**config.mk**
```make
export PLATFORM = sky130hd
export DESIGN_NAME = dtc_timer_pair
export DESIGN_NICKNAME = d
export VERILOG_FILES = /design/src/hdl/dtc_timer_pair.v /design/src/hdl/dtc_filter.v
export VERILOG_INCLUDE_DIRS = /design/src /design/src/hdl
export SDC_FILE = /design/constraint.sdc
export NUM_CORES = 1
export LEC_CHECK = 0
export ABC_AREA = 1
export BUFFER_PORTS_ARGS = -buffer_cell sky130_fd_sc_hd__buf_2
export CORE_UTILIZATION = 40
export CTS_CLUSTER_SIZE = 24
export DETAILED_ROUTE_END_ITERATION = 7
export GPL_TIMING_DRIVEN = 1
export PLACE_DENSITY = 0.66
export SYNTH_ARGS = -nofsm -noshare
export SYNTH_HDL_FRONTEND = slang
export SYNTH_HIERARCHICAL = 1
export SYNTH_SLANG_ARGS = --single-unit
```
**constraint.sdc**
```tcl
create_clock -name CLOCK -period 1.83 [get_ports CLOCK]
set_input_delay 0.0915 -clock CLOCK [delete_from_list [all_inputs] [get_ports CLOCK]]
set_output_delay 0.0915 -clock CLOCK [all_outputs]
set_load 0.02 [all_outputs]
```
**src/hdl/dtc_defs.vh**
```
// Constants for the dual timer carrier and demodulation block
`ifndef DTC_DEFS_VH
`define DTC_DEFS_VH
// ------------------------------------------------------------
// Register offsets
// ------------------------------------------------------------
`define DTC_OFS_CTL8      4'h0
`define DTC_OFS_COMMON    4'h1
`define DTC_OFS_CTL16     4'h2
`define DTC_OFS_ENSYNC    4'h3
`define DTC_OFS_RLD8_HI   4'h4
`define DTC_OFS_RLD8_LO   4'h5
`define DTC_OFS_RLD16_HI  4'h6
`define DTC_OFS_RLD16_LO  4'h7
`define DTC_OFS_CAP16_LO  4'h8
`define DTC_OFS_CAP16_HI  4'h9
`define DTC_OFS_CAP8_LO   4'hA
`define DTC_OFS_CAP8_HI   4'hB
// ------------------------------------------------------------
// Field positions
// ------------------------------------------------------------
`define DTC_B_ENABLE      7
`define DTC_B_SINGLE      6
`define DTC_B_TIMEOUT     5
`define DTC_B_CAP_IE      2
`define DTC_B_TO_IE       1
`define DTC_B_ROUTE       0
`define DTC_B_MODE        7
`define DTC_B_ROUTE_SEL   6
`define DTC_B_SYNC        5
// ------------------------------------------------------------
// Reset values and codes
// ------------------------------------------------------------
`define DTC_RST_BYTE      8'h00
`define DTC_ENSYNC_RSVD   5'h1F
`define DTC_FILT_NONE     2'b00
`define DTC_FILT_4        2'b01
`define DTC_FILT_8        2'b10
`define DTC_FILT_CNT4     4'h4
`define DTC_FILT_CNT8     4'h8
`define DTC_FILT_CNT0     4'h1
`endif

```
**src/hdl/dtc_timer_pair.v**
```verilog
// Control logic of an 8-bit and a 16-bit counter/timer pair
// Function
// - Mode bit selects transmit or demodulation
// - Transmit: combined output steering and logic
// - Demodulation: input pin and edge select
// - Comparator pin captures also raise request two
// - Bit 1: start level or rise flag
// - Bit 0: start level or fall flag
// - 8-bit timer modulo reload or single pass
// - 8-bit timeout flag, write one clears
// - 8-bit timeout interrupt enable
// - 8-bit capture interrupt enable
// - 8-bit pin routes timer or port
// - First count tick may be short
// - 16-bit every edge or first edge
// - 16-bit timeout flag, write one clears
// - 16-bit capture interrupt enable
// - 16-bit timeout interrupt enable
// - 16-bit pin routes timer or port
// - Enable bits start, stop, read run state
// - Sync mode bit, default off
// - Demodulation glitch filter select
// - Sync aligns first carrier pulse
// - Transmit codes force 16-bit output
// - 16-bit load, count down, toggle at zero
`timescale 1ns/100ps
`include "dtc_defs.vh"
module dtc_timer_pair (
   input  wire       CLOCK,
   input  wire       RESETN,
   input  wire [3:0] REG_ADDR,
   input  wire       REG_WR,
   input  wire [7:0] REG_WDATA,
   output reg  [7:0] REG_RDATA,
   input  wire       EIGHT_PORT_LATCH,
   input  wire       SIXTEEN_PORT_LATCH,
   input  wire       COMB_PORT_LATCH,
   input  wire       COMPARATOR_CAPABLE_INPUT_PIN,
   input  wire       SECOND_PORT_INPUT_PIN,
   output reg        EIGHT_BIT_TIMER_PIN,
   output reg        SIXTEEN_BIT_TIMER_PIN,
   output reg        COMBINED_OUTPUT_PIN,
   output reg        EIGHT_IRQ,
   output reg        SIXTEEN_IRQ,
   output reg        INTERRUPT_REQUEST_TWO
);
   // ------------------------------------------------------------
   // Storage
   // ------------------------------------------------------------
   reg  [6:0]  ctl8_reg;
   reg  [6:0]  ctl16_reg;
   reg  [7:0]  com_reg;
   reg         en8_reg;
   reg         en16_reg;
   reg         sync_reg;
   reg         to8_reg;
   reg         to16_reg;
   reg         rise_flag_reg;
   reg         fall_flag_reg;
   reg  [7:0]  rld8h_reg;
   reg  [7:0]  rld8l_reg;
   reg  [7:0]  rld16h_reg;
   reg  [7:0]  rld16l_reg;
   reg  [7:0]  cap8l_reg;
   reg  [7:0]  cap8h_reg;
   reg  [15:0] cap16_reg;
   reg  [7:0]  cnt8_reg;
   reg  [15:0] cnt16_reg;
   reg         out8_reg;
   reg         out16_reg;
   reg         wait8_reg;
   reg         first_reg;
   reg  [2:0]  presc_reg;
   reg  [1:0]  pa_sync_reg;
   reg  [1:0]  pb_sync_reg;
   reg  [7:0]  rd_next;
   // ------------------------------------------------------------
   // Decodes
   // ------------------------------------------------------------
   wire        wr_c8    = REG_WR && (REG_ADDR == `DTC_OFS_CTL8);
   wire        wr_com   = REG_WR && (REG_ADDR == `DTC_OFS_COMMON);
   wire        wr_c16   = REG_WR && (REG_ADDR == `DTC_OFS_CTL16);
   wire        wr_es    = REG_WR && (REG_ADDR == `DTC_OFS_ENSYNC);
   wire        demod    = com_reg[`DTC_B_MODE];
   wire        w8_on    = (wr_c8 && REG_WDATA[`DTC_B_ENABLE]) ||
                          (wr_es && REG_WDATA[6]);
   wire        w8_off   = (wr_c8 && !REG_WDATA[`DTC_B_ENABLE]) ||
                          (wr_es && !REG_WDATA[6]);
   wire        w16_on   = (wr_c16 && REG_WDATA[`DTC_B_ENABLE]) ||
                          (wr_es && REG_WDATA[7]);
   wire        w16_off  = (wr_c16 && !REG_WDATA[`DTC_B_ENABLE]) ||
                          (wr_es && !REG_WDATA[7]);
   // Free prescaler, first tick may come early
   function tick_of;
      input [1:0] sel;
      input [2:0] p;
      begin
         case (sel)
            2'b00:   tick_of = 1'b1;
            2'b01:   tick_of = p[0];
            2'b10:   tick_of = &p[1:0];
            default: tick_of = &p;
         endcase
      end
   endfunction
   wire        tick8    = tick_of(ctl8_reg[4:3], presc_reg);
   wire        tick16   = tick_of(ctl16_reg[4:3], presc_reg);
   // ------------------------------------------------------------
   // Input selection, filter and edges
   // ------------------------------------------------------------
   wire        f_rise;
   wire        f_fall;
   wire        sel_in   = com_reg[`DTC_B_ROUTE_SEL] ? pb_sync_reg[1]
                                                     : pa_sync_reg[1];
   dtc_filter u_filt (
      .CLOCK     (CLOCK),
      .RESETN    (RESETN),
      .din       (sel_in),
      .filt_sel  (demod ? com_reg[3:2] : `DTC_FILT_NONE),
      .level_reg (),
      .rise_reg  (f_rise),
      .fall_reg  (f_fall)
   );
   // Edge select, code 11 takes nothing
   wire        edge_ev  = demod &&
      ((f_fall && (com_reg[5:4] == 2'b00 || com_reg[5:4] == 2'b10)) ||
       (f_rise && (com_reg[5:4] == 2'b01 || com_reg[5:4] == 2'b10)));
   // Every edge or first edge only
   wire        cap16_ev = edge_ev && en16_reg &&
                          (!ctl16_reg[`DTC_B_SINGLE] || !first_reg);
   wire        cap8_ev  = edge_ev && en8_reg;
   wire        z8       = en8_reg && !wait8_reg && tick8 &&
                          (cnt8_reg == 8'h00) && !cap8_ev;
   wire        z16      = en16_reg && tick16 &&
                          (cnt16_reg == 16'h0000) && !cap16_ev;
   wire        o16_eff  = (!demod && com_reg[3]) ? com_reg[2] : out16_reg;
   reg         comb;
   always @* begin
      case (com_reg[5:4])
         2'b00:   comb = out8_reg & o16_eff;
         2'b01:   comb = out8_reg | o16_eff;
         2'b10:   comb = ~(out8_reg | o16_eff);
         default: comb = ~(out8_reg & o16_eff);
      endcase
   end
   // ------------------------------------------------------------
   // Register writes and status flags
   // ------------------------------------------------------------
   always @(posedge CLOCK or negedge RESETN) begin
      if (!RESETN) begin
         ctl8_reg      <= 7'h00;
         ctl16_reg     <= 7'h00;
         com_reg       <= `DTC_RST_BYTE;
         sync_reg      <= 1'b0;
         to8_reg       <= 1'b0;
         to16_reg      <= 1'b0;
         rise_flag_reg <= 1'b0;
         fall_flag_reg <= 1'b0;
         rld8h_reg     <= `DTC_RST_BYTE;
         rld8l_reg     <= `DTC_RST_BYTE;
         rld16h_reg    <= `DTC_RST_BYTE;
         rld16l_reg    <= `DTC_RST_BYTE;
         presc_reg     <= 3'h0;
         pa_sync_reg   <= 2'b00;
         pb_sync_reg   <= 2'b00;
      end else begin
         presc_reg   <= presc_reg + 3'h1;
         pa_sync_reg <= {pa_sync_reg[0], COMPARATOR_CAPABLE_INPUT_PIN};
         pb_sync_reg <= {pb_sync_reg[0], SECOND_PORT_INPUT_PIN};
         if (wr_c8)
            ctl8_reg <= {REG_WDATA[6], 1'b0, REG_WDATA[4:0]};
         if (wr_c16)
            ctl16_reg <= {REG_WDATA[6], 1'b0, REG_WDATA[4:0]};
         if (wr_es)
            sync_reg <= REG_WDATA[`DTC_B_SYNC];
         if (wr_com)
            com_reg <= REG_WDATA;
         if (REG_WR && REG_ADDR == `DTC_OFS_RLD8_HI)
            rld8h_reg <= REG_WDATA;
         if (REG_WR && REG_ADDR == `DTC_OFS_RLD8_LO)
            rld8l_reg <= REG_WDATA;
         if (REG_WR && REG_ADDR == `DTC_OFS_RLD16_HI)
            rld16h_reg <= REG_WDATA;
         if (REG_WR && REG_ADDR == `DTC_OFS_RLD16_LO)
            rld16l_reg <= REG_WDATA;
         if (z8)
            to8_reg <= 1'b1;
         else if (wr_c8 && REG_WDATA[`DTC_B_TIMEOUT])
            to8_reg <= 1'b0;
         if (z16)
            to16_reg <= 1'b1;
         else if (wr_c16 && REG_WDATA[`DTC_B_TIMEOUT])
            to16_reg <= 1'b0;
         if (demod && f_rise)
            rise_flag_reg <= 1'b1;
         else if (wr_com && demod && REG_WDATA[1])
            rise_flag_reg <= 1'b0;
         if (demod && f_fall)
            fall_flag_reg <= 1'b1;
         else if (wr_com && demod && REG_WDATA[0])
            fall_flag_reg <= 1'b0;
         if (wr_com && demod)
            com_reg <= {REG_WDATA[7:2], com_reg[1:0]};
      end
   end
   // ------------------------------------------------------------
   // 8-bit timer
   // ------------------------------------------------------------
   always @(posedge CLOCK or negedge RESETN) begin
      if (!RESETN) begin
         en8_reg   <= 1'b0;
         cnt8_reg  <= 8'h00;
         out8_reg  <= 1'b0;
         wait8_reg <= 1'b0;
         cap8l_reg <= 8'h00;
         cap8h_reg <= 8'h00;
      end else begin
         if (w8_on && !en8_reg) begin
            en8_reg   <= 1'b1;
            out8_reg  <= com_reg[1];
            cnt8_reg  <= com_reg[1] ? rld8h_reg : rld8l_reg;
            wait8_reg <= sync_reg;
         end else if (w8_off) begin
            en8_reg <= 1'b0;
         // Hold until effective 16-bit output goes high
         end else if (wait8_reg) begin
            if (o16_eff) begin
               wait8_reg <= 1'b0;
               cnt8_reg  <= out8_reg ? rld8h_reg : rld8l_reg;
            end
         end else if (cap8_ev) begin
            if (f_rise)
               cap8h_reg <= cnt8_reg;
            else
               cap8l_reg <= cnt8_reg;
            cnt8_reg <= rld8l_reg;
         end else if (z8) begin
            if (ctl8_reg[`DTC_B_SINGLE])
               en8_reg <= 1'b0;
            out8_reg <= ~out8_reg;
            cnt8_reg <= out8_reg ? rld8l_reg : rld8h_reg;
         end else if (en8_reg && tick8) begin
            cnt8_reg <= cnt8_reg - 8'h01;
         end
      end
   end
   // ------------------------------------------------------------
   // 16-bit timer
   // ------------------------------------------------------------
   always @(posedge CLOCK or negedge RESETN) begin
      if (!RESETN) begin
         en16_reg  <= 1'b0;
         cnt16_reg <= 16'h0000;
         out16_reg <= 1'b0;
         first_reg <= 1'b0;
         cap16_reg <= 16'h0000;
      end else begin
         // Load high and low reload bytes
         if (w16_on && !en16_reg) begin
            en16_reg  <= 1'b1;
            out16_reg <= com_reg[0];
            cnt16_reg <= {rld16h_reg, rld16l_reg};
            first_reg <= 1'b0;
         end else if (w16_off) begin
            en16_reg <= 1'b0;
         end else if (cap16_ev) begin
            cap16_reg <= cnt16_reg;
            cnt16_reg <= {rld16h_reg, rld16l_reg};
            first_reg <= 1'b1;
         end else if (z16) begin
            out16_reg <= ~out16_reg;
            if (ctl16_reg[`DTC_B_SINGLE] && !demod)
               en16_reg <= 1'b0;
            cnt16_reg <= {rld16h_reg, rld16l_reg};
         end else if (en16_reg && tick16) begin
            cnt16_reg <= cnt16_reg - 16'h0001;
         end
      end
   end
   // ------------------------------------------------------------
   // Read mux
   // ------------------------------------------------------------
   always @* begin
      case (REG_ADDR)
         `DTC_OFS_CTL8:     rd_next = {en8_reg, ctl8_reg[6], to8_reg,
                                       ctl8_reg[4:0]};
         `DTC_OFS_COMMON:   rd_next = demod ?
            {com_reg[7:2], rise_flag_reg, fall_flag_reg} : com_reg;
         `DTC_OFS_CTL16:    rd_next = {en16_reg, ctl16_reg[6], to16_reg,
                                       ctl16_reg[4:0]};
         `DTC_OFS_ENSYNC:   rd_next = {en16_reg, en8_reg, sync_reg,
                                       `DTC_ENSYNC_RSVD};
         `DTC_OFS_RLD8_HI:  rd_next = rld8h_reg;
         `DTC_OFS_RLD8_LO:  rd_next = rld8l_reg;
         `DTC_OFS_RLD16_HI: rd_next = rld16h_reg;
         `DTC_OFS_RLD16_LO: rd_next = rld16l_reg;
         `DTC_OFS_CAP16_LO: rd_next = cap16_reg[7:0];
         `DTC_OFS_CAP16_HI: rd_next = cap16_reg[15:8];
         `DTC_OFS_CAP8_LO:  rd_next = cap8l_reg;
         `DTC_OFS_CAP8_HI:  rd_next = cap8h_reg;
         default:           rd_next = 8'h00;
      endcase
   end
   // ------------------------------------------------------------
   // Registered outputs
   // ------------------------------------------------------------
   always @(posedge CLOCK or negedge RESETN) begin
      if (!RESETN) begin
         REG_RDATA             <= 8'h00;
         EIGHT_BIT_TIMER_PIN   <= 1'b0;
         SIXTEEN_BIT_TIMER_PIN <= 1'b0;
         COMBINED_OUTPUT_PIN   <= 1'b0;
         EIGHT_IRQ             <= 1'b0;
         SIXTEEN_IRQ           <= 1'b0;
         INTERRUPT_REQUEST_TWO <= 1'b0;
      end else begin
         REG_RDATA <= rd_next;
         EIGHT_BIT_TIMER_PIN <= ctl8_reg[`DTC_B_ROUTE] ? out8_reg
                                                       : EIGHT_PORT_LATCH;
         SIXTEEN_BIT_TIMER_PIN <= ctl16_reg[`DTC_B_ROUTE] ? o16_eff
                                                          : SIXTEEN_PORT_LATCH;
         COMBINED_OUTPUT_PIN <= (!demod && com_reg[`DTC_B_ROUTE_SEL]) ?
                                comb : COMB_PORT_LATCH;
         EIGHT_IRQ <= (z8 && ctl8_reg[`DTC_B_TO_IE]) ||
                      (cap8_ev && !wait8_reg && ctl8_reg[`DTC_B_CAP_IE]);
         SIXTEEN_IRQ <= (z16 && ctl16_reg[`DTC_B_TO_IE]) ||
                        (cap16_ev && ctl16_reg[`DTC_B_CAP_IE]);
         INTERRUPT_REQUEST_TWO <= (cap8_ev || cap16_ev) &&
                                  !com_reg[`DTC_B_ROUTE_SEL];
      end
   end
endmodule // dtc_timer_pair

```
**src/hdl/dtc_filter.v**
```verilog
// Glitch filter and edge detector for the demodulation input
`timescale 1ns/100ps
`include "dtc_defs.vh"
module dtc_filter (
   input  wire       CLOCK,
   input  wire       RESETN,
   input  wire       din,
   input  wire [1:0] filt_sel,
   output reg        level_reg,
   output reg        rise_reg,
   output reg        fall_reg
);
   reg  [3:0] cnt_reg;
   reg  [3:0] need;
   // ------------------------------------------------------------
   // Stable time select
   // ------------------------------------------------------------
   always @* begin
      case (filt_sel)
         `DTC_FILT_4: need = `DTC_FILT_CNT4;
         `DTC_FILT_8: need = `DTC_FILT_CNT8;
         default:     need = `DTC_FILT_CNT0;
      endcase
   end
   // ------------------------------------------------------------
   // Accept a new level once stable long enough
   // ------------------------------------------------------------
   always @(posedge CLOCK or negedge RESETN) begin
      if (!RESETN) begin
         cnt_reg   <= 4'h0;
         level_reg <= 1'b0;
         rise_reg  <= 1'b0;
         fall_reg  <= 1'b0;
      end else begin
         rise_reg <= 1'b0;
         fall_reg <= 1'b0;
         if (din == level_reg) begin
            cnt_reg <= 4'h0;
         end else if (cnt_reg + 4'h1 >= need) begin
            cnt_reg   <= 4'h0;
            level_reg <= din;
            rise_reg  <= din;
            fall_reg  <= ~din;
         end else begin
            cnt_reg <= cnt_reg + 4'h1;
         end
      end
   end
endmodule // dtc_filter

```
Word-level counts from Yosys, hierarchy flattened
Index checks and enable logic that the tools add are counted.

Flip-flop bits (word level): 147. Output and inout port bits: 14. Word-level logic and storage cells: 261.

Add/sub/neg operators: 4. Magnitude comparators: 1. Equality and inequality tests: 29. Multiplexer cells: 70. Bitwise operators: 15. Reduce and logical (&&, ||, !) cells: 104.

Operators by type and width (number): 2-to-1 mux 8 bit (13); case mux 8 bit (12 select lines) (1); 2-to-1 mux 16 bit (5); logical AND 1 bit (48); 2-to-1 mux 1 bit (44); equality test 4 x 3 -> 1 bit, second input constant (4); equality test 4 bit, second input constant (4); zero test 16 bit (1); nonzero test 2 bit (8); subtractor 16 x 1 -> 16 bit, second input constant (1); AND reduction 3 bit (5); inverter 1 bit (13); nonzero test 3 bit (4); zero test 1 bit (11); logical OR 1 bit (11); inequality test 2 x 1 -> 1 bit, second input constant (5); AND reduction 2 bit (5); AND reduction 5 bit (2); case mux 1 bit (3 select lines) (3); equality test 2 x 1 -> 1 bit, second input constant (4); equality test 2 bit, second input constant (4); equality test 4 x 2 -> 1 bit, second input constant (2); zero test 8 bit (1); 2-to-1 mux 4 bit (2); other kinds (17) (22).

Logic depth before layout (Yosys ltp)
Gate-level depths: netlist of run 1.

Depth in word-level cells: 13. Mapped depth: 14. Depth with buffers taken out: 13.

By module
Netlist of run 1, hierarchy kept.

Modules (own cells, without submodules): dtc_timer_pair (times used 1, cells each 975, area each 7459.7 um2); dtc_filter (times used 1, cells each 45, area each 407.9 um2).

Least setup slack after synthesis of run 1
Ideal clock, no wire load.

Kind: register -> register. Start point: register com_reg[4]. End point: register cnt16_reg[7]. Setup time: 122 ps. Arrival time: 1667 ps. Path slack: 41 ps. Stages on the path, launching flop included: 12. Clock period less this slack: 1789 ps. Cells stage by stage: dfrtp_1 > inv_1 > ha_1 > nand3_1 > o21ai_2 > nand2_1 > nand2_2 > o21ai_4 > inv_2 > buf_4 > nand3_1 > o21ai_1.

Cells in the longest elaborated chain, start to end: 13.

Ends and longest elaborated chain: start: declaration (line dtc_timer_pair.v:52) `reg [7:0] com_reg;`; start signal: assignment (line dtc_timer_pair.v:153) `` com_reg <= `DTC_RST_BYTE; ``; start signal: assignment (line dtc_timer_pair.v:203) `com_reg <= {REG_WDATA[7:2], com_reg[1:0]};`; equality test 2 bit (tied with other cells) (line dtc_timer_pair.v:126, dtc_timer_pair.v:127); logical OR 1 bit (on tied branches) (line dtc_timer_pair.v:126, dtc_timer_pair.v:127); logical AND 1 bit (on tied branches) (line dtc_timer_pair.v:126, dtc_timer_pair.v:127); logical OR 1 bit * (line dtc_timer_pair.v:126) `((f_fall && (com_reg[5:4] == 2'b00 || com_reg[5:4] == 2'b10)) ||`; logical AND 1 bit * (line dtc_timer_pair.v:125) `wire edge_ev = demod &&`; logical AND 1 bit * (2 in series) (line dtc_timer_pair.v:129) `wire cap16_ev = edge_ev && en16_reg &&`; zero test 1 bit (line dtc_timer_pair.v:135) `(cnt16_reg == 16'h0000) && !cap16_ev;`; logical AND 1 bit (line dtc_timer_pair.v:135); 2-to-1 mux 16 bit (line dtc_timer_pair.v:270) `end else if (z16) begin`; 2-to-1 mux 16 bit (line dtc_timer_pair.v:266) `end else if (cap16_ev) begin`; 2-to-1 mux 16 bit (line dtc_timer_pair.v:264) `end else if (w16_off) begin`; 2-to-1 mux 16 bit (line dtc_timer_pair.v:259) `if (w16_on && !en16_reg) begin`; end signal: assignment (line dtc_timer_pair.v:262) `cnt16_reg <= {rld16h_reg, rld16l_reg};`; end signal: assignment (line dtc_timer_pair.v:268) `cnt16_reg <= {rld16h_reg, rld16l_reg};`; end signal: assignment (line dtc_timer_pair.v:274) `cnt16_reg <= {rld16h_reg, rld16l_reg};`; end: declaration (line dtc_timer_pair.v:68) `reg [15:0] cnt16_reg;`.

Every way passes the cells marked *; elsewhere a longest branch is shown, timed or not. The select of a mux whose other input is x is not followed. A chain may end at the register's enable or synchronous reset.

Worst setup path after layout of run 1
Start point: register com_reg[5]. End point: register cnt8_reg[6].

Cells in the longest elaborated chain, start to end: 13.

Ends and longest elaborated chain: equality test 2 bit (tied with other cells) (line dtc_timer_pair.v:126, dtc_timer_pair.v:127); logical OR 1 bit (on tied branches) (line dtc_timer_pair.v:126, dtc_timer_pair.v:127); logical AND 1 bit (on tied branches) (line dtc_timer_pair.v:126, dtc_timer_pair.v:127); logical OR 1 bit * (line dtc_timer_pair.v:126); logical AND 1 bit * (line dtc_timer_pair.v:125); logical AND 1 bit * (line dtc_timer_pair.v:131) `wire cap8_ev = edge_ev && en8_reg;`; zero test 1 bit (line dtc_timer_pair.v:133) `(cnt8_reg == 8'h00) && !cap8_ev;`; logical AND 1 bit (line dtc_timer_pair.v:133); 2-to-1 mux 8 bit (line dtc_timer_pair.v:237) `end else if (z8) begin`; 2-to-1 mux 8 bit (line dtc_timer_pair.v:231) `end else if (cap8_ev) begin`; 2-to-1 mux 8 bit (line dtc_timer_pair.v:226) `end else if (wait8_reg) begin`; 2-to-1 mux 8 bit (line dtc_timer_pair.v:223) `end else if (w8_off) begin`; 2-to-1 mux 8 bit (line dtc_timer_pair.v:218) `if (w8_on && !en8_reg) begin`; end signal: assignment (line dtc_timer_pair.v:221) `cnt8_reg <= com_reg[1] ? rld8h_reg : rld8l_reg;`; end signal: assignment (line dtc_timer_pair.v:229) `cnt8_reg <= out8_reg ? rld8h_reg : rld8l_reg;`; end signal: assignment (line dtc_timer_pair.v:236) `cnt8_reg <= rld8l_reg;`; end: declaration (line dtc_timer_pair.v:67) `reg [7:0] cnt8_reg;`.

Marks and branches as above.

==> results.json, run 1 <==
{
  "critPathBufInv": 5,
  "avgViaCountPerCell": 5.263,
  "start_util_pct": 41.37,
  "synth_compound_area_share_pct": 13.95,
  "fin_crit_ns": 1.867,
  "whs_path_depth": 3,
  "final_common_cell": "nand2_1",
  "cts.clk_slew.worst_paths_ns": 0.07,
  "reg2regPathDepth": 13,
  "vias": 7494,
  "numCtsBuffers": 17,
  "path_class": "register to register",
  "status": "finished with violations",
  "layout.area.seq_mm2": 0.003680,
  "switchingPower_mw": 5.517,
  "netlist_instances": 1020,
  "violations": "setup timing",
  "final_cell_mix": "270 x nand2_1, 146 x dfrtp_1, 116 x inv_1, 115 x o21ai_0, 75 x buf_4",
  "die_w_um": 142.2,
  "drt_iter0_drc": 734,
  "synthAdderAreaFrac_pct": 2.545,
  "maxSlewViolCount": 0,
  "p_int_mw": 8.464,
  "hold_path.class": "input pin to register",
  "crit_chain": "buf_6 > ha_4 > nor2_4 > o21ai_4 > buf_6 > a21oi_4 > buf_6 > buf_6 > buf_6 > nand2_2 > nand2_1 > nand2_1 > nand2_1",
  "htreeDepth": 4,
  "critPathLaunchType": "register",
  "maxCapViolCount": 0,
  "synthSimpleGateAreaFrac_pct": 26.51,
  "groute.usage.overall_pct": 23.90,
  "period_share_pct": 102.0,
  "cts_tree": "built",
  "max_slew_margin_pct": 58.78,
  "power_mw": 13.98,
  "cts_root_buf": "clkbuf_16",
  "whs_ns": 0.09870,
  "synthToLayoutAreaGrowth_pct": 31.52,
  "syn_nets": 1056,
  "dpl-instance-area_mm2": 0.008821,
  "critical-path-top-delay-family": "buffers and inverters",
  "rsz0062_at_grt": "true",
  "setup_viol": 11,
  "wl_per_cell_um": 16.85,
  "crit_path_frequent_cell": "buf_6",
  "drt_first_pass_iters": 5,
  "p_per_area_mw_per_mm2": 1351,
  "ir_worst_vdd_v": 0.0007535,
  "cp_data_required_time_ns": 2.21,
  "hold_viol": 0,
  "synth_warnings": 6,
  "die_h_um": 142.2,
  "pre_cts_ws_ns": -0.1902,
  "top_level_ports": 34,
  "critPathCaptureType": "register",
  "core-area_mm2": 0.01902,
  "avgSynthCellArea_um2": 7.713,
  "power_leakage_nw": 5.118,
  "critPathSlowestCell": "dfrtp_1",
  "comb_power_share_pct": 39.5,
  "cp.depth": 13,
  "clk_latency_ns": 0.44,
  "io_buffers": 33,
  "wl_mm": 24.00,
  "clockBufferDepth": 2,
  "place_congestion": 0.9333,
  "synth.cell_area_mm2": 0.007868,
  "grt_remaining_overflow": 0,
  "drcViolationCount": 0,
  "yosys-mux-area-fraction_pct": 0.2863,
  "first_global_vias": 6770,
  "synth_top_family_by_area": "simple AND/OR/NAND/NOR gates",
  "clock_sinks": 147,
  "diodes": 0,
  "fill_cells": 1716,
  "cp_data_arrival_time_ns": 2.24,
  "seq_power_share_pct": 35.9,
  "max_stage_delay_ns": 0.41,
  "clkPwrFrac_pct": 24.7,
  "nNetsFinal": 1187,
  "cp_max_fo": 6,
  "multi_input_area_mm2": 0.004075,
  "synth_xor_area_share_pct": 1.781,
  "stdcell_area_mm2": 0.01035,
  "ant_nets": 0,
  "clock_skew_ns": 0.01131,
  "swShare_pct": 39.46,
  "hpwl_mm": 16.60,
  "antenna_found_initial": 0,
  "max_freq_mhz": 535.6,
  "grt_pass1_wl_mm": 36.34,
  "layout-drive-gt1-share_pct": 24.66,
  "rows": 50,
  "ys_seq_elements": 147,
  "yosysSeqAreaShare_pct": 46.76,
  "synthDistinctLibCells": 42,
  "worst_slack_ns": -0.03702,
  "worst_slew_pin_slew_ns": 0.6183,
  "die_area_mm2": 0.02023,
  "grt_max_degree": 50
}
[cell families (layout without fill, tap and decap cells)]
logic type / after synthesis / in the layout
AOI/OAI and AO/OA: 193 / 193
xor gates and xnor gates: 16 / 16
adders and majority gates: 16 / 16
buffers and inverters: 159 / 301
DFF: 147 / 147
muxes: 2 / 2
and+or+nand+nor: 487 / 489
[Yosys cell counts, drive strengths merged]
library cell	count	area (um2)
o22ai	9	56.30
ha	16	200.2
clkbuf	13	50.04
nor2	79	336.6
mux2	2	22.52
a22o	1	8.760
o211ai	2	15.01
nand2	300	1176
nor3	1	5.000
a31oi	2	12.51
nand4	9	56.30
o2111ai	1	8.760
buf	19	113.9
inv	126	475.5
nand3	95	490.5
o2bb2ai	1	8.760
a211oi	4	30.03
a221oi	15	131.4
xnor2	3	26.28
o21ai	134	689.4
xor2	13	113.9
nand3b	2	15.01
a21oi	23	126.4
clkinv	1	3.750
or2	1	6.260
dfrtp	147	3679
a32o	1	10.01
[power groups by stage]
| stage | Sequential, mW | Clock (mW) | Combinational [mW] |
|---|---|---|---|
| after CTS | 4.97 | 3.47 | 4.70 |
| final | 5.01 | 3.45 | 5.52 |
| after global routing | 5.13 | 3.64 | 6.11 |
| after detailed placement | 5.00 | 0 | 4.52 |
| after global placement | 4.98 | 0 | 4.45 |
| after floorplan | 4.86 | 0 | 2.92 |
[worst reg2reg max path, delay by kind of cell, from the launching register on]
| family | cells | cell delay [ns] |
|---|---|---|
| DFF | 1 | 0.41 |
| buffers and inverters | 5 | 0.64 |
| and+or+nand+nor | 5 | 0.30 |
| AOI/OAI and AO/OA | 2 | 0.29 |
| adders and majority gates | 1 | 0.16 |
[layer usage]
layer	track usage, %	vias up	wire length (um)
met1	32.15	3556	10270
met2	37.46	307	11470
met4	9.111	0	655
met5	0	-	0
li1	-	3587	-
met3	5.451	44	1602
[metrics by stage]
step	TNS (ns)	util (%)	instances
after global routing	-1.609	54.41	1424
after global placement	-1.400	46.38	1357
after floorplan	0	-	1020
after CTS	0	50.78	1406
after detailed placement	-4.062	46.38	1357
final	-0.1289	54.41	1424
[what timing repair did]
item,in CTS,in global routing
setup buffers,5,13
resized for setup,27,114
hold buffers,11,0
gates cloned,1,5
pin swaps,4,41
endpoints found under the setup margin,44,58
endpoints found under the hold margin,71,0
[worst paths after layout]
path	startpoint	to	slack (ns)
min in group asynchronous	RESETN	cnt16_reg[14]$_DFFE_PN0P_	0.16
worst min-delay path	REG_WDATA[0]	ctl8_reg[0]$_DFFE_PN0N_	0.1
worst min register to register	pa_sync_reg[0]$_DFF_PN0_	pa_sync_reg[1]$_DFF_PN0_	0.36
worst max register to register	com_reg[5]$_DFFE_PN0P_	cnt8_reg[6]$_DFFE_PN0P_	-0.04
worst max-delay path	com_reg[5]$_DFFE_PN0P_	cnt8_reg[6]$_DFFE_PN0P_	-0.04
max in group asynchronous	RESETN	u_filt/cnt_reg[0]$_DFF_PN0_	1.03
[final cells by class]
type / instances / share of cell area [%]
Clock buffer: 19 / 4.377
Clock inverter: 13 / 1.197
Inverter: 127 / 4.776
Multi-Input combinational cell: 716 / 39.38
Sequential cell: 147 / 35.56
Tap cell: 260 / 3.144
Timing Repair Buffer: 142 / 11.56
Power figures use the tool's default switching activity.
==> run 2, diff against run 1 <==
Settings changed: PLACE_DENSITY 0.66 to unset.
==> run 2 against run 1 <==
The flow still finishes with violations (setup timing). Critical endpoint unchanged. Sequential share of layout area grew 0.88 points. Final cell count shrank 0.21%. Wire length grew 0.37%. Flip-flop and latch count is the same. First-iteration DRC count shrank 15%. Non-clock buffer count shrank 2. Count of clock-buffer cells in the layout shrank 2. Critical path type unchanged.
==> results.json, run 2 (synthesized netlist as in run 1, its figures left out) <==
{
  "status": "finished with violations",
  "violations": "setup timing",
  "r2r_slack_ns": -0.04,
  "top_level_ports": 34,
  "worst_slew_pin_slew_ns": 0.6358,
  "first_global_vias": 6679,
  "cp_data_arrival_time_ns": 2.18,
  "maxCapViolCount": 0,
  "dp.cells": 1364,
  "vias": 7342,
  "start_util_pct": 41.37,
  "final_cell_mix": "276 x nand2_1, 147 x dfrtp_1, 118 x o21ai_0, 116 x inv_1, 78 x buf_4",
  "rows": 50,
  "die_w_um": 142.2,
  "clock_skew_ns": 0.01002,
  "drt_iter0_drc": 624,
  "die_area_mm2": 0.02023,
  "drt_first_pass_iters": 5,
  "groute.usage.overall_pct": 24.19,
  "synthToLayoutAreaGrowth_pct": 28.31,
  "grt_remaining_overflow": 0,
  "rr_startpoint": "com_reg[5]$_DFFE_PN0P_",
  "clockBufferDepth": 2,
  "clock_sinks": 147,
  "cts_root_buf": "clkbuf_16",
  "critPathBufInv": 5,
  "max_freq_mhz": 535.9,
  "avgViaCountPerCell": 5.167,
  "drcViolationCount": 0,
  "grt_pass1_wl_mm": 36.87,
  "whs_path_depth": 5,
  "wl_per_cell_um": 16.95,
  "cts.clk_slew.worst_paths_ns": 0.06,
  "period_share_pct": 102.0,
  "swShare_pct": 39.71,
  "critPathCaptureType": "register",
  "io_buffers": 33,
  "cp_data_required_time_ns": 2.15,
  "diodes": 0,
  "maxSlewViolCount": 0,
  "critical-path-top-delay-family": "buffers and inverters",
  "fin_util_pct": 53.08,
  "hold_viol": 0,
  "core-area_mm2": 0.01902,
  "hpwl_mm": 17.35,
  "top_layer": "met4",
  "crit_path_frequent_cell": "nand2_1",
  "reg2regPathDepth": 13,
  "fin_crit_ns": 1.866,
  "hold_path.class": "input pin to register",
  "wl_mm": 24.09,
  "p_int_mw": 8.166,
  "ant_nets": 0,
  "wl_met3_mm": 1.238,
  "met1_length_mm": 11.09,
  "switchingPower_mw": 5.379,
  "comb_power_share_pct": 38.8,
  "layout-drive-gt1-share_pct": 21.53,
  "critPathLaunchType": "register",
  "path_class": "register to register",
  "min_to": "sync_reg$_DFFE_PN0N_",
  "crit_chain": "inv_2 > ha_4 > nand3_4 > o21ai_4 > buf_12 > a21oi_4 > buf_6 > buf_12 > buf_4 > nand2_1 > nand2_1 > nand2_1 > nand2_1",
  "numCtsBuffers": 17,
  "htreeDepth": 4,
  "die_h_um": 142.2,
  "hp-start": "REG_WR",
  "clk_latency_ns": 0.43,
  "cp_max_fo": 7,
  "reg2reg_to": "cnt8_reg[6]$_DFFE_PN0P_",
  "max_slew_margin_pct": 57.61,
  "final_common_cell": "nand2_1",
  "pre_cts_ws_ns": -0.1598,
  "setup_viol": 9,
  "cts_tree": "built",
  "antenna_found_initial": 0,
  "nNetsFinal": 1184,
  "grt_max_degree": 51,
  "power_leakage_nw": 4.996,
  "fin_cells": 1421,
  "seq_power_share_pct": 37.0,
  "place_congestion": 0.9226,
  "critPathSlowestCell": "dfrtp_1",
  "rsz0062_at_grt": "true",
  "worst_slack_ns": -0.03600,
  "wl_met2_mm": 11.11,
  "max_stage_delay_ns": 0.42,
  "p_per_area_mw_per_mm2": 1342,
  "ir_worst_vdd_v": 0.0006783,
  "clkPwrFrac_pct": 24.2
}
-- run 2: area by class of cell --
cell class	instances	area [um2]
inverters	127	484.2
clock inverters	15	121.4
multi-input cells	715	3870
fillers	1847	8924
clock buffers	17	425.4
flip-flops and latches	147	3679
repair buffers	140	1190
well taps	260	325.3
-- run 2: per-layer routing --
metal / up-vias / global-route usage, %
met2: 260 / 37.75
met3: 48 / 3.197
li1: 3572 / -
met1: 3462 / 34.36
met4: 0 / 8.715
met5: - / 0
-- run 2: how the worst max path moves through the flow --
stage,from,end,cells after the start
5_1_grt,com_reg[5]$_DFFE_PN0P_,cnt8_reg[6]$_DFFE_PN0P_,14
4_1_cts,com_reg[5]$_DFFE_PN0P_,cap8h_reg[0]$_DFFE_PN0P_,9
2_1_floorplan,com_reg[4]$_DFFE_PN0P_,cnt16_reg[7]$_DFFE_PN0P_,11
3_3_place_gp,com_reg[4]$_DFFE_PN0P_,cnt16_reg[10]$_DFFE_PN0P_,11
6_report,com_reg[5]$_DFFE_PN0P_,cnt8_reg[6]$_DFFE_PN0P_,13
3_5_place_dp,com_reg[4]$_DFFE_PN0P_,cnt16_reg[9]$_DFFE_PN0P_,11
-- run 2: power by group through the flow --
stage	registers, mW	logic (mW)	clock network, mW
after detailed placement	5.01	4.61	0
after CTS	4.97	4.71	3.32
final	5.02	5.25	3.28
after global placement	5.00	4.55	0
after floorplan	4.86	2.92	0
after global routing	5.12	5.84	3.48
-- run 2: stage by stage --
stage	power, mW	cell area [um2]	hold WS [ns]	setup TNS (ns)
floorplan	7.787	7868	-0.2041	0
global placement	9.551	8886	0.08052	-1.695
detailed placement	9.618	8886	0.07857	-3.532
CTS	13.00	9610	0.1023	-0.05471
global route	14.44	10090	0.1287	-2.082
finish	13.55	10090	0.1105	-0.1088
-- run 2: tightest hold or removal path: cells and delay by family --
family                 cells  cell delay, ns
AND/OR/NAND/NOR            2            0.11
buffers and inverters      2            0.22
AO/OA/AOI/OAI              1            0.07
-- run 2: timing repair --
item / in CTS / in global routing
hold buffers: 11 / 0
resized for setup: 7 / 76
gates cloned: 0 / 4
pin swaps: 1 / 17
setup buffers: 4 / 7
endpoints found under the setup margin: 43 / 54
endpoints found under the hold margin: 57 / 0
==> run 3, diff against run 2 <==
Settings changed: ABC_AREA 1 to 0, MAX_ROUTING_LAYER set to met4.
==> run 3 against run 2 <==
The run still ends with setup timing left. Synthesized area is 0.43% lower. Final area up 9.3%. Flip-flop and latch count unchanged. Hold slack got worse by 0.096 ns. Sequential share of layout area down 3.1 points. Critical path type unchanged.
==> results.json, run 3 <==
{
  "status": "finished with violations",
  "violations": "setup timing",
  "nNetsFinal": 980,
  "synth_most_common_cell": "dfrtp_1",
  "setup_tns_ns": -18.03,
  "vias": 6918,
  "max_slew_margin_pct": 48.07,
  "wl_mm": 25.73,
  "die_h_um": 141.9,
  "power_leakage_nw": 4.903,
  "clock_skew_ns": 0.01176,
  "diodes": 0,
  "cts_root_buf": "clkbuf_16",
  "layout-drive-gt1-share_pct": 44.10,
  "worst_slew_pin_slew_ns": 0.7692,
  "met2_usage_pct": 41.09,
  "ir_worst_vdd_v": 0.0006926,
  "synth.area.top_cells": "dfrtp_1 47%, mux2_2 8.9%, mux2i_1 4.1%",
  "critPathSlowestCell": "dfrtp_2",
  "ys_seq_elements": 147,
  "htreeDepth": 4,
  "clock_sinks": 147,
  "synth_edf_count": 0,
  "grt_max_degree": 53,
  "reg2regPathDepth": 9,
  "fin_crit_ns": 2.224,
  "synthToLayoutAreaGrowth_pct": 40.89,
  "die_area_mm2": 0.02015,
  "start_util_pct": 41.33,
  "first_global_vias": 6952,
  "drt_iter0_drc": 696,
  "cp.depth": 9,
  "grt_remaining_overflow": 0,
  "maxCapViolCount": 0,
  "antenna_found_initial": 0,
  "clk_latency_ns": 0.43,
  "max_stage_delay_ns": 0.43,
  "hpwl_mm": 18.09,
  "synth_top_cells_by_count": "147 x dfrtp_1, 70 x nand2_1, 62 x mux2_2, 45 x a21oi_1, 34 x nor2_1",
  "rows": 50,
  "fin_cells": 1217,
  "yosys.area.top_type": "dfrtp_1",
  "final_common_cell": "dfrtp_1",
  "synth_warnings": 6,
  "grt_pass1_wl_mm": 39.79,
  "critPathCaptureType": "register",
  "core-area_mm2": 0.01896,
  "cts_tree": "built",
  "setup_viol": 66,
  "crit_path_frequent_cell": "and2_4",
  "drt_first_pass_iters": 5,
  "max_freq_mhz": 449.7,
  "synth_top_area_share_pct": 46.96,
  "fill_cells": 1554,
  "critical-path-top-delay-family": "simple AND/OR/NAND/NOR gates",
  "groute.usage.overall_pct": 27.35,
  "hold_path.class": "input pin to register",
  "yosysSeqAreaShare_pct": 46.96,
  "synth.cell_area_mm2": 0.007834,
  "avgSynthCellArea_um2": 10.45,
  "syn_nets": 786,
  "cp_max_fo": 8,
  "grtUsageMet3_pct": 4.778,
  "drcViolationCount": 0,
  "ant_nets": 0,
  "critPathLaunchType": "register",
  "grt.busiest_layer": "met2",
  "whs_path_depth": 3,
  "clkPwrFrac_pct": 24.7,
  "switchingPower_mw": 5.237,
  "p_per_area_mw_per_mm2": 1333,
  "crit_chain": "inv_2 > ha_4 > nand2_4 > buf_6 > a21oi_4 > and2_4 > and2_4 > clkbuf_16 > mux2_4",
  "avgViaCountPerCell": 5.684,
  "clockBufferDepth": 2,
  "cts.clk_slew.worst_paths_ns": 0.06,
  "wl_per_cell_um": 21.14,
  "die_w_um": 141.9,
  "comb_power_share_pct": 40.4,
  "final_cell_mix": "146 x dfrtp_1, 131 x buf_4, 65 x nand2_1, 61 x mux2_2",
  "hold_viol": 0,
  "gr-usage-met1_pct": 36.63,
  "place_congestion": 0.9438,
  "cp_data_arrival_time_ns": 2.54,
  "async_flop_share_pct": 100.0,
  "synthFlopType": "dfrtp_1",
  "fin_util_pct": 58.22,
  "worst_slack_ns": -0.3938,
  "seq_power_share_pct": 34.9,
  "swShare_pct": 35.61,
  "rsz0062_at_grt": "true",
  "maxSlewViolCount": 0,
  "cp_data_required_time_ns": 2.14,
  "io_buffers": 33,
  "synthDistinctLibCells": 67,
  "dp.cells": 1139,
  "critPathBufInv": 3,
  "path_class": "register to register",
  "netlist_instances": 750,
  "top_level_ports": 34,
  "period_share_pct": 121.5,
  "p_int_mw": 9.470,
  "numCtsBuffers": 17
}
-- run 3: worst paths after layout --
check / startpoint / endpoint / slack, ns
min reg2reg: pb_sync_reg[0]$_DFF_PN0_ / pb_sync_reg[1]$_DFF_PN0_ / 0.36
min: REG_WDATA[1] / rld16l_reg[1]$_DFFE_PN0P_ / 0.01
max reg2reg: com_reg[5]$_DFFE_PN0P_ / cap16_reg[7]$_DFFE_PN0P_ / -0.39
max: com_reg[5]$_DFFE_PN0P_ / cap16_reg[7]$_DFFE_PN0P_ / -0.39
min in group asynchronous: RESETN / cnt16_reg[3]$_DFFE_PN0P_ / 0.19
max in group asynchronous: RESETN / to16_reg$_DFFE_PN0P_ / 0.97
-- run 3: logic make-up after synthesis --
kind of cell | Yosys count | share of synthesized area [%]
xor+xnor | 9 | 1.006
mux | 121 | 17.22
buf+inv | 59 | 3.051
flops | 147 | 46.96
simple gates | 225 | 14.63
compound gates | 173 | 14.58
fa+ha+maj | 16 | 2.555
-- run 3: final cells by class --
type	instances	area [um2]	area share (%)
Multi-Input combinational cell	544	4532	41.06
Timing Repair Buffer	213	1814	16.44
Clock buffer	17	425.4	3.854
Sequential cell	147	3680	33.34
Tap cell	260	325.3	2.948
Inverter	21	78.83	0.7142
Clock inverter	15	181.4	1.644
-- run 3: layer usage --
metal  up-vias  part of all wire [%]
met3        57                   6.5
li1       3139                     -
met5         -                     0
met1      3462                    44
met2       260                    47
met4         0                   2.7
-- run 3: power groups by stage --
stage	logic, mW	clock network, mW	registers (mW)
final	5.94	3.64	5.13
after CTS	5.55	3.68	5.11
after global routing	6.39	3.81	5.25
after global placement	5.09	0	5.13
after detailed placement	5.17	0	5.14
after floorplan	2.94	0	5.05
-- run 3: metrics by stage --
step	instance area, um2	setup WS, ns	hold WS, ns	total power [mW]
after global routing	11040	-0.4642	0.01750	15.45
after CTS	10620	-0.3261	0.0009678	14.34
final	11040	-0.3938	0.01443	14.71
after global placement	9525	-0.3521	0.08671	10.21
after detailed placement	9525	-0.4171	0.09293	10.31
after floorplan	8172	-0.2302	-0.2041	7.992
-- run 3: worst min-delay path, delay by kind of cell --
family	cells	cell delay, ns
simple gates	1	0.07
compound gates	1	0.07
buf+inv	1	0.16
-- run 3: timing repair --
item / in CTS / in global routing
setup endpoints to repair: 65 / 72
gates cloned: 2 / 2
pin swaps: 34 / 21
hold buffers: 7 / 0
hold endpoints to repair: 55 / 0
resized for setup: 59 / 54
buffers inserted: 19 / 17
